[src/design/uam_map.svh]
`ifndef UAM_MAP_SVH
`define UAM_MAP_SVH

// register byte offsets
`define UAM_OFS_CSA 8'h00
`define UAM_OFS_CSB 8'h04
`define UAM_OFS_SHARED 8'h08
`define UAM_OFS_BAUD_LO 8'h0C
`define UAM_OFS_DATA 8'h10

// ctrl_status_a fields
`define UAM_A_RX_DONE 7
`define UAM_A_TX_DONE 6
`define UAM_A_TX_EMPTY 5
`define UAM_A_FRM_ERR 4
`define UAM_A_OVERRUN 3
`define UAM_A_PAR_ERR 2
`define UAM_A_DBL 1
`define UAM_A_FILTER 0

// ctrl_status_b fields
`define UAM_B_RXIE 7
`define UAM_B_TXIE 6
`define UAM_B_EMPTYIE 5
`define UAM_B_RX_EN 4
`define UAM_B_TX_EN 3
`define UAM_B_SIZE_HI 2
`define UAM_B_RX_NINTH 1
`define UAM_B_TX_NINTH 0

// shared location: selector and frame configuration fields
`define UAM_SH_SELECT 7
`define UAM_FC_SYNC 6
`define UAM_FC_PAR_EN 5
`define UAM_FC_PAR_ODD 4
`define UAM_FC_TWO_STOP 3
`define UAM_FC_SIZE_HI 2
`define UAM_FC_SIZE_LO 1
`define UAM_FC_POL 0

// reset value and nine-bit size code
`define UAM_RST_FRAME_CFG 7'h06
`define UAM_RST_NINE_CODE 3'h7

// oversampling: samples per bit and first vote sample
`define UAM_SPB_NORM 5'h10
`define UAM_SPB_DBL 5'h08
`define UAM_SF_NORM 5'h08
`define UAM_SF_DBL 5'h04

`endif

[src/design/uam_pkg.sv]
package uam_pkg;

typedef enum logic [2:0] {RX_IDLE, RX_START, RX_DATA, RX_PAR, RX_STOP} uam_rx_state_t;
typedef enum logic [0:0] {TX_IDLE, TX_SHIFT} uam_tx_state_t;

typedef struct packed {
    logic [4:0] cnt;
    logic [2:0] win;
    logic stb;
    logic vote;
} uam_smp_state_t;

typedef struct packed {
    logic rxd_meta;
    logic rxd_sync;
    logic rx_prev;
    logic [11:0] baud_cnt;
    logic tick;
    logic [7:0] baud_low;
    logic [3:0] baud_div_high;
    logic [6:0] frame_cfg;
    logic rxie;
    logic txie;
    logic emptyie;
    logic rx_en;
    logic tx_en;
    logic size_hi;
    logic tx_ninth_bit;
    logic rx_complete_flag;
    logic tx_complete_flag;
    logic frm_err;
    logic overrun;
    logic par_err;
    logic double_speed_sel;
    logic addr_filter_en;
    logic [8:0] rx_buf;
    uam_rx_state_t rx_state;
    logic [3:0] rx_idx;
    logic [8:0] rx_shift;
    logic rx_par;
    logic [8:0] tx_buf;
    logic tx_full;
    uam_tx_state_t tx_state;
    logic [12:0] tx_shift;
    logic [3:0] tx_left;
    logic [4:0] tx_samp;
    logic txd;
    logic shared_rd_prev;
    logic [31:0] prdata;
} uam_state_t;

endpackage

[src/design/uam_top.sv]
`timescale 1ns/1ps
`default_nettype none
`include "uam_map.svh"

module uam_top (
    input wire logic clock_i,
    input wire logic nrst_i,
    input wire logic ce_i,
    input wire logic psel_i,
    input wire logic penable_i,
    input wire logic pwrite_i,
    input wire logic [7:0] paddr_i,
    input wire logic [31:0] pwdata_i,
    output logic [31:0] prdata_o,
    output logic pready_o,
    output logic pslverr_o,
    input wire logic rxd_i,
    output logic txd_o,
    input wire logic txc_service_i
);

uam_pkg::uam_state_t s;
uam_pkg::uam_state_t next_s;
logic [2:0] char_size;
logic nine_bit;
logic [3:0] data_bits;
logic [4:0] spb;
logic [8:0] size_mask;
logic par_en;
logic par_odd;
logic addr_ok;
logic acc;
logic [7:0] wbyte;
logic [7:0] rd_byte;
logic samp_start;
logic vote_stb;
logic vote;
logic frame_type;
logic rx_par_calc;
logic tx_par;
logic [12:0] tx_frame;

// one size for rx and tx
assign char_size = {s.size_hi, s.frame_cfg[`UAM_FC_SIZE_HI:`UAM_FC_SIZE_LO]};
assign nine_bit = (char_size == `UAM_RST_NINE_CODE);
// reserved size codes behave as eight bits
assign data_bits = nine_bit ? 4'h9 : (char_size[2] ? 4'h8 : 4'({2'h0, char_size[1:0]} + 4'h5));
assign spb = s.double_speed_sel ? `UAM_SPB_DBL : `UAM_SPB_NORM;
assign size_mask = 9'(9'h1FF >> (4'h9 - data_bits));
assign par_en = s.frame_cfg[`UAM_FC_PAR_EN];
assign par_odd = s.frame_cfg[`UAM_FC_PAR_ODD];
assign rx_par_calc = (^(s.rx_shift & size_mask)) ^ par_odd;
assign tx_par = (^(s.tx_buf & size_mask)) ^ par_odd;

assign acc = psel_i & penable_i;
assign wbyte = pwdata_i[7:0];
assign addr_ok = (paddr_i == `UAM_OFS_CSA) || (paddr_i == `UAM_OFS_CSB) || (paddr_i == `UAM_OFS_SHARED)
    || (paddr_i == `UAM_OFS_BAUD_LO) || (paddr_i == `UAM_OFS_DATA);

uam_rx_sampler u_sampler (
    .clock_i(clock_i),
    .nrst_i(nrst_i),
    .ce_i(ce_i),
    .tick_i(s.tick),
    .start_i(samp_start),
    .double_speed_i(s.double_speed_sel),
    .rxd_i(s.rxd_sync),
    .vote_stb_o(vote_stb),
    .vote_o(vote)
);

// frame image, start bit first
always_comb
begin
    tx_frame = '1;
    tx_frame[0] = 1'b0;
    for (int i = 0; i < 9; i++)
    begin
        if (i < int'(data_bits))
        begin
            tx_frame[i + 1] = s.tx_buf[i];
        end
    end
    if (par_en)
    begin
        tx_frame[data_bits + 4'h1] = tx_par;
    end
end

// read data, captured in the setup cycle
always_comb
begin
    rd_byte = 8'h00;
    unique case (paddr_i)
        `UAM_OFS_CSA:
        begin
            rd_byte = {s.rx_complete_flag, s.tx_complete_flag, ~s.tx_full, s.frm_err, s.overrun, s.par_err,
                s.double_speed_sel, s.addr_filter_en};
        end
        `UAM_OFS_CSB:
        begin
            rd_byte = {s.rxie, s.txie, s.emptyie, s.rx_en, s.tx_en, s.size_hi, s.rx_buf[8], s.tx_ninth_bit};
        end
        `UAM_OFS_SHARED:
        begin
            if (s.shared_rd_prev)
            begin
                rd_byte = {1'b1, s.frame_cfg};
            end
            else
            begin
                rd_byte = {4'h0, s.baud_div_high};
            end
        end
        `UAM_OFS_BAUD_LO:
        begin
            rd_byte = s.baud_low;
        end
        `UAM_OFS_DATA:
        begin
            rd_byte = s.rx_buf[7:0];
        end
        default:
        begin
            rd_byte = 8'h00;
        end
    endcase
end

always_comb
begin
    next_s = s;
    samp_start = 1'b0;
    frame_type = 1'b0;
    // rx pin is asynchronous: two flops before use
    next_s.rxd_meta = rxd_i;
    next_s.rxd_sync = s.rxd_meta;

    // sample-rate tick from the 12-bit divisor
    next_s.tick = 1'b0;
    if (s.baud_cnt == 12'h000)
    begin
        next_s.baud_cnt = {s.baud_div_high, s.baud_low};
        next_s.tick = 1'b1;
    end
    else
    begin
        next_s.baud_cnt = 12'(s.baud_cnt - 12'h001);
    end

    // bus: read data registered at setup so it is stable in the access cycle
    if (psel_i && !penable_i && !pwrite_i)
    begin
        next_s.prdata = {24'h000000, rd_byte};
    end
    // a pair counts as back to back only with no idle cycle between
    if (acc && !pwrite_i && paddr_i == `UAM_OFS_SHARED)
    begin
        next_s.shared_rd_prev = 1'b1;
    end
    else if (acc || !psel_i)
    begin
        next_s.shared_rd_prev = 1'b0;
    end

    if (acc && pwrite_i)
    begin
        unique case (paddr_i)
            `UAM_OFS_CSA:
            begin
                if (wbyte[`UAM_A_TX_DONE])
                begin
                    next_s.tx_complete_flag = 1'b0;
                end
                next_s.double_speed_sel = wbyte[`UAM_A_DBL];
                next_s.addr_filter_en = wbyte[`UAM_A_FILTER];
            end
            `UAM_OFS_CSB:
            begin
                next_s.rxie = wbyte[`UAM_B_RXIE];
                next_s.txie = wbyte[`UAM_B_TXIE];
                next_s.emptyie = wbyte[`UAM_B_EMPTYIE];
                next_s.rx_en = wbyte[`UAM_B_RX_EN];
                next_s.tx_en = wbyte[`UAM_B_TX_EN];
                next_s.size_hi = wbyte[`UAM_B_SIZE_HI];
                next_s.tx_ninth_bit = wbyte[`UAM_B_TX_NINTH];
            end
            `UAM_OFS_SHARED:
            begin
                if (wbyte[`UAM_SH_SELECT])
                begin
                    next_s.frame_cfg = wbyte[6:0];
                end
                else
                begin
                    next_s.baud_div_high = wbyte[3:0];
                end
            end
            `UAM_OFS_BAUD_LO:
            begin
                next_s.baud_low = wbyte;
            end
            `UAM_OFS_DATA:
            begin
                // writes while the holding buffer is full are dropped
                if (!s.tx_full)
                begin
                    next_s.tx_buf = {s.tx_ninth_bit, wbyte};
                    next_s.tx_full = 1'b1;
                end
            end
            default:
            begin
            end
        endcase
    end
    // reading the data empties the buffer and its status
    if (acc && !pwrite_i && paddr_i == `UAM_OFS_DATA)
    begin
        next_s.rx_complete_flag = 1'b0;
        next_s.frm_err = 1'b0;
        next_s.par_err = 1'b0;
        next_s.overrun = 1'b0;
    end
    if (txc_service_i)
    begin
        next_s.tx_complete_flag = 1'b0;
    end

    // transmitter never looks at the filter bit
    unique case (s.tx_state)
        uam_pkg::TX_IDLE:
        begin
            if (s.tx_full && s.tx_en)
            begin
                next_s.txd = tx_frame[0];
                next_s.tx_shift = {1'b1, tx_frame[12:1]};
                next_s.tx_left = 4'(data_bits + {3'h0, par_en} + 4'h1 + {3'h0, s.frame_cfg[`UAM_FC_TWO_STOP]});
                next_s.tx_samp = 5'h00;
                next_s.tx_full = 1'b0;
                next_s.tx_state = uam_pkg::TX_SHIFT;
            end
        end
        uam_pkg::TX_SHIFT:
        begin
            if (s.tick)
            begin
                next_s.tx_samp = 5'(s.tx_samp + 5'h01);
                if (s.tx_samp == 5'(spb - 5'h01))
                begin
                    next_s.tx_samp = 5'h00;
                    if (s.tx_left == 4'h0)
                    begin
                        next_s.txd = 1'b1;
                        next_s.tx_state = uam_pkg::TX_IDLE;
                        // done only when nothing waits behind this frame
                        if (!next_s.tx_full)
                        begin
                            next_s.tx_complete_flag = 1'b1;
                        end
                    end
                    else
                    begin
                        next_s.txd = s.tx_shift[0];
                        next_s.tx_shift = {1'b1, s.tx_shift[12:1]};
                        next_s.tx_left = 4'(s.tx_left - 4'h1);
                    end
                end
            end
        end
    endcase

    if (s.tick)
    begin
        next_s.rx_prev = s.rxd_sync;
    end
    if (!s.rx_en)
    begin
        // disabling the receiver flushes it at once
        next_s.rx_state = uam_pkg::RX_IDLE;
        next_s.rx_complete_flag = 1'b0;
        next_s.frm_err = 1'b0;
        next_s.par_err = 1'b0;
        next_s.overrun = 1'b0;
    end
    else
    begin
        unique case (s.rx_state)
            uam_pkg::RX_IDLE:
            begin
                // falling edge seen at a tick is sample 1
                if (s.tick && s.rx_prev && !s.rxd_sync)
                begin
                    samp_start = 1'b1;
                    next_s.rx_state = uam_pkg::RX_START;
                end
            end
            uam_pkg::RX_START:
            begin
                // a high start vote is a false start and returns to idle
                if (vote_stb)
                begin
                    next_s.rx_state = vote ? uam_pkg::RX_IDLE : uam_pkg::RX_DATA;
                    next_s.rx_idx = 4'h0;
                    next_s.rx_shift = 9'h000;
                end
            end
            uam_pkg::RX_DATA:
            begin
                if (vote_stb)
                begin
                    next_s.rx_shift[s.rx_idx] = vote;
                    next_s.rx_idx = 4'(s.rx_idx + 4'h1);
                    if (s.rx_idx == 4'(data_bits - 4'h1))
                    begin
                        next_s.rx_state = par_en ? uam_pkg::RX_PAR : uam_pkg::RX_STOP;
                    end
                end
            end
            uam_pkg::RX_PAR:
            begin
                if (vote_stb)
                begin
                    next_s.rx_par = vote;
                    next_s.rx_state = uam_pkg::RX_STOP;
                end
            end
            uam_pkg::RX_STOP:
            begin
                if (vote_stb)
                begin
                    // only the first stop bit is looked at
                    next_s.rx_state = uam_pkg::RX_IDLE;
                    frame_type = nine_bit ? s.rx_shift[8] : vote;
                    // data frames vanish under the filter
                    if (!(s.addr_filter_en && !frame_type))
                    begin
                        // address or unfiltered frame is stored, unless one is still unread, which sets overrun
                        if (next_s.rx_complete_flag)
                        begin
                            next_s.overrun = 1'b1;
                        end
                        else
                        begin
                            next_s.rx_buf = s.rx_shift;
                            next_s.rx_complete_flag = 1'b1;
                            next_s.frm_err = ~vote;
                            next_s.par_err = par_en & (rx_par_calc != s.rx_par);
                        end
                    end
                end
            end
            default:
            begin
                next_s.rx_state = uam_pkg::RX_IDLE;
            end
        endcase
    end
end

always_ff @(posedge clock_i or negedge nrst_i)
begin
    if (!nrst_i)
    begin
        s <= '0;
        s.rxd_meta <= 1'b1;
        s.rxd_sync <= 1'b1;
        s.rx_prev <= 1'b1;
        s.txd <= 1'b1;
        s.frame_cfg <= `UAM_RST_FRAME_CFG;
    end
    else if (ce_i)
    begin
        s <= next_s;
    end
end

assign prdata_o = s.prdata;
assign pready_o = 1'b1;
assign pslverr_o = acc & ~addr_ok;
assign txd_o = s.txd;

endmodule
`default_nettype wire

[src/design/uam_rx_sampler.sv]
`timescale 1ns/1ps
`default_nettype none
`include "uam_map.svh"

module uam_rx_sampler (
    input wire logic clock_i,
    input wire logic nrst_i,
    input wire logic ce_i,
    input wire logic tick_i,
    input wire logic start_i,
    input wire logic double_speed_i,
    input wire logic rxd_i,
    output logic vote_stb_o,
    output logic vote_o
);

uam_pkg::uam_smp_state_t s;
uam_pkg::uam_smp_state_t next_s;
logic [4:0] spb;
logic [4:0] sf;
logic [4:0] nxt;
logic [2:0] w;

always_comb
begin
    next_s = s;
    next_s.stb = 1'b0;
    spb = double_speed_i ? `UAM_SPB_DBL : `UAM_SPB_NORM;
    sf = double_speed_i ? `UAM_SF_DBL : `UAM_SF_NORM;
    nxt = (s.cnt == spb) ? 5'h01 : 5'(s.cnt + 5'h01);
    w = {s.win[1:0], rxd_i};
    if (start_i)
    begin
        // the detecting sample is sample 1
        next_s.cnt = 5'h01;
        next_s.win = 3'h0;
    end
    else if (tick_i)
    begin
        next_s.cnt = nxt;
        if (nxt >= sf && nxt <= 5'(sf + 5'h02))
        begin
            next_s.win = w;
        end
        if (nxt == 5'(sf + 5'h02))
        begin
            next_s.stb = 1'b1;
            next_s.vote = (w[0] & w[1]) | (w[0] & w[2]) | (w[1] & w[2]);
        end
    end
end

always_ff @(posedge clock_i or negedge nrst_i)
begin
    if (!nrst_i)
    begin
        s <= '0;
    end
    else if (ce_i)
    begin
        s <= next_s;
    end
end

assign vote_stb_o = s.stb;
assign vote_o = s.vote;

endmodule
`default_nettype wire

[config.mk]
export PLATFORM = sky130hd
export DESIGN_NAME = uam_top
export DESIGN_NICKNAME = d
export VERILOG_FILES = /design/src/design/uam_pkg.sv /design/src/design/uam_top.sv /design/src/design/uam_rx_sampler.sv
export VERILOG_INCLUDE_DIRS = /design/src /design/src/design
export SDC_FILE = /design/constraint.sdc
export NUM_CORES = 1
export LEC_CHECK = 0
export ABC_CLOCK_PERIOD_IN_PS = 3150
export BUFFER_PORTS_ARGS = -buffer_cell sky130_fd_sc_hd__buf_2
export CAP_MARGIN = 20
export CORE_UTILIZATION = 50
export CTS_BUF_LIST = sky130_fd_sc_hd__clkbuf_8
export CTS_CLUSTER_SIZE = 12
export DETAILED_ROUTE_END_ITERATION = 10
export PLACE_DENSITY = 0.72
export SYNTH_ARGS = -nofsm -noshare
export SYNTH_HDL_FRONTEND = slang
export SYNTH_SLANG_ARGS = --single-unit
[constraint.sdc]
create_clock -name clock_i -period 3.15 [get_ports clock_i]
set_clock_uncertainty 0.1 [all_clocks]
set_input_delay 0.1575 -clock clock_i [delete_from_list [all_inputs] [get_ports clock_i]]
set_output_delay 0.1575 -clock clock_i [all_outputs]
set_load 0.05 [all_outputs]
# Yosys cells after proc, flatten, opt, wreduce, memory -nomap -nowiden
# Cells that the tools add are included.
dict set report classes {
  shift 1
  n_reduce_logical 52
  n_addsub 14
  bitwise 20
  n_lt_le_gt_ge 15
  mux 79
  eq_ne 26
}
# cell n
set ops {}
lappend ops {{24-bit 2-to-1 mux} 2}
lappend ops {{24-bit one-hot mux with 2 select lines} 1}
lappend ops {{1-bit 2-to-1 mux} 40}
lappend ops {{8-bit one-hot mux with 5 select lines} 1}
lappend ops {{3-bit 2-to-1 mux} 12}
lappend ops {{16-bit 2-to-1 mux} 2}
lappend ops {{13-bit one-hot mux with 2 select lines} 1}
lappend ops {{25-bit 2-to-1 mux} 1}
lappend ops {{4-bit AND reduction} 6}
lappend ops {{9-bit AND} 2}
lappend ops {{9-bit XOR reduction} 2}
lappend ops {{17-bit 2-to-1 mux} 1}
lappend ops {{8-bit by 4-bit equality test with 1-bit output (second input constant)} 2}
lappend ops {{3-bit by 4-bit less-than comparator with 1-bit output (first input constant)} 4}
lappend ops {{8-bit 2-to-1 mux} 2}
lappend ops {{5-bit equality test} 3}
lappend ops {{3-bit one-hot mux with 5 select lines} 1}
lappend ops {{3-bit AND reduction} 5}
lappend ops {{13-bit bitwise mux} 1}
lappend ops {{1-bit logical AND} 13}
lappend ops {{13-bit 2-to-1 mux} 1}
lappend ops {{4-bit by 1-bit adder with 4-bit output (second input constant)} 3}
lappend ops {{12-bit logical NOT} 1}
lappend ops {{12-bit 2-to-1 mux} 1}
lappend ops {{other kinds (47)} 99}
dict set report word_totals {
  register_bits 127
  input_bits 48
}

# Longest topological paths before layout
# Gate-level depths: netlist of run 1.
dict set report logic_depth {
  word_depth 15
  ltp_mapped 14
  ltp_nobuf 12
}

# By module
# From an unflattened synthesis of run 1, not the netlist that was laid out.
dict set report hier_totals {
  hier_cells 821
  area_unflattened_um2 7883.8
}
# mod n_inst area_per_inst_um2 cells_per_inst
set modules_own_cells {}
lappend modules_own_cells {uam_top 1 7204.4 748}
lappend modules_own_cells {uam_rx_sampler 1 679.4 73}

# Least setup slack after synthesis of run 1
# OpenSTA, ideal clock, no wires.
dict set report synth_timing {
  path_kind {register to register}
  start {register s (netlist bit char_size[0])}
  end {register s[46] (netlist name)}
  slack_ns -0.033
  stages_incl_launch_ff 14
  setup_ns 0.092
  synth_period_minus_slack_ns 3.183
  path_buffers 3
  arrival_time_ns 2.991
  cell_sequence {dfstp_2 -> ha_1 -> buf_6 -> or2_2 -> buf_2 -> ha_1 -> or3_4 -> and3_4 -> nor3b_1 -> xnor2_1 -> xnor3_2 -> xnor2_2 -> buf_6 -> o31ai_2}
}
dict set report synth_between {
  elab_chain_len 12
}
# item line_no
set synth_lines {}
lappend synth_lines {{start: declaration} uam_top.sv:22} ;# uam_pkg::uam_state_t s;
lappend synth_lines {{start signal: assignment} uam_top.sv:374} ;# s <= next_s;
lappend synth_lines {{2-bit by 3-bit adder with 4-bit output} uam_top.sv:47} ;# assign data_bits = nine_bit ? 4'h9 : (char_size[2] ? 4'h8 : 4'({2'h0, char_size[1:0]} + 4'h5));
lappend synth_lines {{4-bit 2-to-1 mux} uam_top.sv:47}
lappend synth_lines {{4-bit 2-to-1 mux *} uam_top.sv:47}
lappend synth_lines {{4-bit subtractor or 4-bit by 1-bit adder with 4-bit output (tied branches)} {uam_top.sv:49, uam_top.sv:86}}
lappend synth_lines {{9-bit by 4-bit >> shifter with 9-bit output, or another cell as far along} uam_top.sv:49} ;# assign size_mask = 9'(9'h1FF >> (4'h9 - data_bits));
lappend synth_lines {{9-bit AND or 1-bit logical AND (tied branches)} {uam_top.sv:53, uam_top.sv:86}}
lappend synth_lines {{9-bit XOR reduction or 1-bit 2-to-1 mux (tied branches)} {uam_top.sv:53, uam_top.sv:86}}
lappend synth_lines {{1-bit XOR or 1-bit demux with 4-bit select (tied branches)} {uam_top.sv:53, uam_top.sv:86}}
lappend synth_lines {{13-bit bitwise mux} uam_top.sv:86} ;# tx_frame[data_bits + 4'h1] = tx_par;
lappend synth_lines {{13-bit 2-to-1 mux *} uam_top.sv:84} ;# if (par_en)
lappend synth_lines {{25-bit 2-to-1 mux *} uam_top.sv:234} ;# if (s.tx_full && s.tx_en)
lappend synth_lines {{24-bit one-hot mux with 2 select lines *} uam_top.sv:231} ;# unique case (s.tx_state)
# Mark *: on every way between the ends. The rest lies on a longest branch, timed or not. The select of a mux whose other input is x is not followed.
# A chain may end at the register's enable or synchronous reset.

# Worst setup path after layout of run 1
dict set report layout_timing {
  start {register s (netlist bit char_size[1])}
  end {register s[48] (netlist name)}
}
# Same word-level chain as after synthesis.

==> impl_metrics.env, run 1 <==
export IMPL_crit_path_frequent_cell="ha_4"
export IMPL_crit_fanout=13
export IMPL_nNetsFinal=900
export IMPL_die_h_um=124
export IMPL_antenna_left=0
export IMPL_diodes=0
export IMPL_hold_path_startpoint="ce_i"
export IMPL_r2r_slack_ps=90
export IMPL_routedWlPerCell_um=18.4
export IMPL_portBuffers=33
export IMPL_holdPathStages=3
export IMPL_startpoint_type="flip-flop"
export IMPL_yosys_register_bits=127
export IMPL_hpwl_um=13600
export IMPL_hold_end="s[35]$_DFFE_PN0P_"
export IMPL_synthesis_area_um2=7480
export IMPL_clk_pin_slew_ps=70
export IMPL_setup_violations_final=0
export IMPL_dp_slack_ps=35.0
export IMPL_hp_class="in -> reg"
export IMPL_worstSetupEndpointType="flip-flop"
export IMPL_slew_viol_final=0
export IMPL_firstDrtPassIters=5
export IMPL_yosys_area_top_type="dfrtp_1"
export IMPL_power_density_nw_per_um2=444
export IMPL_rr_startpoint="char_size[1]$_DFFE_PN1P_"
export IMPL_dieWidth_um=124
export IMPL_worstMarginPinSlew_ps=753
export IMPL_worst_setup_path_type="reg -> reg"
export IMPL_ir_drop_uv=293
export IMPL_synthArstFlopShare_pct=100
export IMPL_grt_remaining_overflow=0
export IMPL_antenna_found_initial=0
export IMPL_switching_power_uw=1010
export IMPL_synth_area_top_cells="dfrtp_1, mux2_2, ha_1"
export IMPL_reg2regPathDepth=11
export IMPL_grt_pass1_vias=5931
export IMPL_grt_max_degree=72
export IMPL_yosysWarnings=0
export IMPL_crit_arrival_ps=3310
export IMPL_clock_sinks=127
export IMPL_finalCritPeriodShare_pct=97.0
export IMPL_internal_power_uw=2740
export IMPL_vias_per_cell=5.98
export IMPL_min_period_ps=3060
export IMPL_core_area_um2=14600
export IMPL_max_freq_ghz=0.327
export IMPL_place_congestion=0.871
export IMPL_drc=0
export IMPL_area_growth_pct=12.8
export IMPL_setup_ws_ps=94.0
export IMPL_power_frac_seq_pct=48.2
export IMPL_fin_area_um2=8440
export IMPL_yosysTopAreaCellShare_pct=40.5
export IMPL_cts_tree="built"
export IMPL_grt_pass1_wl_um=30500
export IMPL_ys_types=70
export IMPL_outcome="finished clean"
export IMPL_yosysMostFrequentCell="dfrtp_1"
export IMPL_path_cells="ha_4 > or2_2 > ha_4 > or3_4 > a22o_1 > a21oi_2 > nand2_1 > xnor3_2 > xnor2_2 > buf_12 > o31ai_2"
export IMPL_switching_share_pct=27.0
export IMPL_h_tree_depth=4
export IMPL_leakage_uw=0.00397
export IMPL_postCtsSetupBuffers=0
export IMPL_cts_root_buf="clkbuf_8"
export IMPL_clk_insertion_delay_late_ps=460
export IMPL_hold_violations=0
export IMPL_drt_iter0_markers=573
export IMPL_slowest_delay_ps=400
export IMPL_synthCells=774
export IMPL_cp_slowest_cell="dfstp_2"
export IMPL_drive_above_1_share_pct=21.1
export IMPL_synth_edf_count=0
export IMPL_pwr_share_comb_pct=10.7
export IMPL_vias=6121
export IMPL_syn_area_per_cell_um2=9.67
export IMPL_max_slew_margin_pct=49.8
export IMPL_die_area_um2=15500
export IMPL_std_cell_rows=44
export IMPL_synthTopCellsByCount="dfrtp_1, nand2_1, nor2_1, mux2_2, o21ai_0"
export IMPL_synth_flop_cell="dfrtp_1"
export IMPL_setup_tns_ps=0
export IMPL_pwr_share_clk_pct=41.1
export IMPL_start_util_pct=51.3
export IMPL_ioPinCount=83
export IMPL_numCtsBuffers=17
export IMPL_grt_setup_unrepaired="no"
export IMPL_placed_area_um2=7820
export IMPL_cap_violations=0
export IMPL_clockBufferDepth=2
export IMPL_worstPathRequired_ps=3400
export IMPL_r2r_end="s[48]$_DFFE_PN0P_"
export IMPL_grt_usage_pct=25.1
export IMPL_seq_area_frac_synth_pct=42.6
export IMPL_drt_total_wl_um=18800
==> what timing repair did <==
action                                  CTS  global route
hold endpoints to repair                 92             0
hold buffers                             14             0
resized for setup                         0             8
endpoints found under the setup margin    0            15
==> registers in the layout (all words and copies together) (netlist names) <==
name / cells
s: 103
prdata_o: 8
u_sampler.s: 7
char_size: 3
next_s: 1
par_en: 1
par_odd: 1
txd_o: 1
u_sampler.vote_o: 1
u_sampler.vote_stb_o: 1
==> cells in the final DEF (no fill, tap or decap), types with 17 or more instances in the layout <==
| cell type | n |
|---|---|
| o21ai_0 | 39 |
| buf_2 | 32 |
| xnor2_1 | 22 |
| a21oi_1 | 36 |
| nor2_1 | 63 |
| ha_1 | 22 |
| nor3_1 | 17 |
| buf_4 | 25 |
| dfrtp_1 | 121 |
| mux2i_1 | 17 |
| nand2_1 | 72 |
| inv_1 | 32 |
| and3_1 | 22 |
| mux2_2 | 56 |
| nand3_1 | 27 |
| clkbuf_8 | 22 |
| conb_1 | 25 |
==> per-layer routing <==
layer  vias to the layer above  share of wire [%]  GRT usage (%)
met2                       265                 46           38.7
li1                       2830                  -              -
met1                      2980                 44           33.6
met3                        46                7.0           5.76
met4                         0                3.0           11.2
met5                         -                  0              0
==> how the worst max path moves through the flow <==
| stage | endpoint | from | cells after the start |
|---|---|---|---|
| floorplan | s[46]$_DFFE_PN0P_ | char_size[0]$_DFFE_PN1P_ | 13 |
| global route | s[45]$_DFFE_PN0P_ | char_size[1]$_DFFE_PN1P_ | 12 |
| global placement | s[43]$_DFFE_PN0P_ | char_size[1]$_DFFE_PN1P_ | 11 |
| finish | s[48]$_DFFE_PN0P_ | char_size[1]$_DFFE_PN1P_ | 11 |
| CTS | s[48]$_DFFE_PN0P_ | char_size[1]$_DFFE_PN1P_ | 11 |
| detailed placement | s[48]$_DFFE_PN0P_ | char_size[1]$_DFFE_PN1P_ | 11 |
==> stage by stage <==
stage,instances,power [µW],hold slack [ps],util [%]
6_report,1024,3750,48.7,57.9
5_1_grt,1024,3910,44.8,57.9
4_1_cts,1024,3760,22.5,57.6
3_5_place_dp,978,2220,179,53.6
3_3_place_gp,977,2200,172,53.5
2_1_floorplan,797,2110,-238,-
==> cell families after synthesis <==
logic type               count (synthesis)  synth area share (%)
other                                    2                 0.100
adder cells (fa/ha/maj)                 26                  4.31
multiplexers                            73                  10.7
XOR/XNOR                                30                  4.00
AND/OR/NAND/NOR                        262                  17.4
flip-flops                             127                  42.6
AO/OA/AOI/OAI                          160                  14.2
buffers and inverters                   94                  6.72
==> critical path, delay by kind of cell (launching register included) <==
kind | cells | cell delay, ps
fa+ha+maj | 2 | 360
buf+inv | 1 | 160
compound gates | 3 | 630
xor+xnor | 2 | 560
flops | 1 | 400
simple gates | 3 | 720
==> layout make-up <==
type / instances / area, µm²
fill: 1223 / 6140
multi-input combinational: 576 / 3930
sequential: 127 / 3190
timing repair buffer: 74 / 539
clock buffer: 22 / 303
tap: 184 / 230
clock inverter: 10 / 135
inverter: 31 / 119
==> power by group through the flow <==
stage	Clock (µW)	Sequential, µW	Combinational (µW)
floorplan	0	1820	291
finish	1540	1810	401
CTS	1560	1810	398
global route	1640	1820	446
detailed placement	0	1840	387
global placement	0	1830	369
Note: power is estimated with default switching activity, not from simulation.
==> run 2: changes to the inputs <==
--- a/config.mk
+++ b/config.mk
@@ -6,14 +6,15 @@
 export SDC_FILE = /design/constraint.sdc
 export NUM_CORES = 1
 export LEC_CHECK = 0
-export ABC_CLOCK_PERIOD_IN_PS = 3150
+export ABC_CLOCK_PERIOD_IN_PS = 3030
 export BUFFER_PORTS_ARGS = -buffer_cell sky130_fd_sc_hd__buf_2
 export CAP_MARGIN = 20
 export CORE_UTILIZATION = 50
 export CTS_BUF_LIST = sky130_fd_sc_hd__clkbuf_8
 export CTS_CLUSTER_SIZE = 12
 export DETAILED_ROUTE_END_ITERATION = 10
-export PLACE_DENSITY = 0.72
+export PLACE_DENSITY = 0.7
+export SLEW_MARGIN = 20
 export SYNTH_ARGS = -nofsm -noshare
 export SYNTH_HDL_FRONTEND = slang
 export SYNTH_SLANG_ARGS = --single-unit
==> constraint.sdc (replaced) <==
create_clock -name clock_i -period 3.03 [get_ports clock_i]
set_clock_uncertainty 0.1 [all_clocks]
set_input_delay 0.1515 -clock clock_i [delete_from_list [all_inputs] [get_ports clock_i]]
set_output_delay 0.1515 -clock clock_i [all_outputs]
set_load 0.05 [all_outputs]
==> impl_metrics.env, run 2 (synthesized netlist as in run 1, its figures left out) <==
export IMPL_worstSetupEndpointType="flip-flop"
export IMPL_postCtsSetupBuffers=0
export IMPL_worstMarginPinSlew_ps=755
export IMPL_clk_insertion_delay_late_ps=470
export IMPL_drt_iter0_markers=617
export IMPL_antenna_found_initial=0
export IMPL_die_area_um2=15500
export IMPL_start_util_pct=51.3
export IMPL_clock_sinks=127
export IMPL_leakage_uw=0.00400
export IMPL_dieWidth_um=124
export IMPL_grt_pass1_wl_um=30400
export IMPL_routedWlPerCell_um=18.0
export IMPL_grt_pass1_vias=5876
export IMPL_placed_area_um2=7860
export IMPL_grt_remaining_overflow=0
export IMPL_portBuffers=33
export IMPL_setup_violations_final=0
export IMPL_h_tree_depth=4
export IMPL_min_period_ps=2950
export IMPL_hp_class="in -> async"
export IMPL_final_cell_mix="dfrtp_1, nand2_1, nor2_1, mux2_2, o21ai_0"
export IMPL_largest_reg_flops=103
export IMPL_path_buf_inv=1
export IMPL_clockBufferDepth=2
export IMPL_firstDrtPassIters=5
export IMPL_drt_total_wl_um=18500
export IMPL_power_density_nw_per_um2=464
export IMPL_slew_viol_final=0
export IMPL_startpoint_type="flip-flop"
export IMPL_crit_path_frequent_cell="ha_4"
export IMPL_slowest_delay_ps=570
export IMPL_ir_drop_uv=322
export IMPL_max_freq_ghz=0.339
export IMPL_holdWs_ps=24.6
export IMPL_hold_violations=0
export IMPL_worstPathRequired_ps=3240
export IMPL_largest_register="s"
export IMPL_cap_violations=0
export IMPL_path_cells="ha_4 > nand2b_4 > ha_4 > or3_4 > and3_4 > nor3b_4 > xnor2_1 > xnor3_2 > xnor2_2 > buf_12 > a22oi_1"
export IMPL_crit_arrival_ps=3160
export IMPL_diodes=0
export IMPL_final_common_cell="dfrtp_1"
export IMPL_grt_setup_unrepaired="no"
export IMPL_numCtsBuffers=17
export IMPL_worst_setup_path_type="reg -> reg"
export IMPL_die_h_um=124
export IMPL_std_cell_rows=44
export IMPL_ioPinCount=83
export IMPL_drc=0
export IMPL_place_congestion=0.866
export IMPL_antenna_left=0
export IMPL_clk_pin_slew_ps=80
export IMPL_finalPower_uw=3960
export IMPL_grt_usage_pct=24.8
export IMPL_core_area_um2=14600
export IMPL_max_slew_margin_pct=49.5
export IMPL_finalCritPeriodShare_pct=97.3
export IMPL_drive_above_1_share_pct=22.2
export IMPL_cp_slowest_cell="dfstp_2"
export IMPL_cts_root_buf="clkbuf_8"
export IMPL_vias_per_cell=5.87
export IMPL_fin_area_um2=8520
export IMPL_hpwl_um=13500
export IMPL_grt_max_degree=62
export IMPL_vias=6029
export IMPL_nNetsFinal=903
export IMPL_crit_fanout=13
export IMPL_outcome="finished clean"
export IMPL_cp_top_family="simple AND/OR/NAND/NOR gates"
export IMPL_cts_tree="built"
export IMPL_area_growth_pct=13.9
run 2: changes by cell type in the layout (fill, tap and decap cells not counted), moves of 2 or more:
cell and delta:
o31ai_2 +2, buf_4 +3, o31ai_1 -2, clkbuf_8 -3, clkinv_4 +2, inv_6 +2
clkinvlp_4 -2
run 2: worst paths after layout:
check | startpoint | slack, ps | cells after the start | endpoint
min reg2reg | s[55]$_DFFE_PN0P_ | 370 | 1 | s[55]$_DFFE_PN0P_
max | char_size[1]$_DFFE_PN1P_ | 80 | 11 | s[52]$_DFFE_PN0P_
min | nrst_i | 20 | 2 | prdata_o[5]$_DFFE_PN0P_
min in group clock_i | paddr_i[4] | 40 | 4 | s[96]$_DFFE_PN0P_
max reg2reg | char_size[1]$_DFFE_PN1P_ | 80 | 11 | s[52]$_DFFE_PN0P_
max in group asynchronous | nrst_i | 1920 | 3 | next_s[140]$_DFFE_PN1P_
run 2: where the power goes:
group / internal, µW / leakage [µW] / switching (µW)
sequential: 1790 / 0.00171 / 94.8
clock: 944 / 0.000232 / 711
combinational: 145 / 0.00206 / 272
run 2: area by class of cell:
class | instances | area (µm²)
Clock buffer | 19 | 262
Clock inverter | 13 | 186
Fill cell | 1211 | 6070
Inverter | 31 | 119
Multi-Input combinational cell | 576 | 3980
Sequential cell | 127 | 3190
Tap cell | 184 | 230
Timing Repair Buffer | 77 | 561
run 2: layer usage:
metal / track usage, % / part of all wire, %
met5: 0 / 0
met3: 4.34 / 4.7
met2: 39.4 / 48
met1: 33.6 / 45
met4: 9.92 / 2.2
run 2: what timing repair did:
action                                  in CTS  in global routing
endpoints found under the hold margin      126                  0
resized for setup                            4                  9
endpoints found under the setup margin       9                 15
hold buffers                                15                  0
pin swaps                                    0                  2
run 2: per-stage QoR:
step | cells | TNS (ps) | worst slack [ps] | util, %
finish | 1027 | 0 | 82.6 | 58.4
global route | 1027 | 0 | 2.98 | 58.4
CTS | 1027 | 0 | 13.0 | 58.1
detailed placement | 980 | -144 | -53.9 | 53.9
global placement | 980 | 0 | 80.4 | 53.9
floorplan | 797 | 0 | 10.8 | -
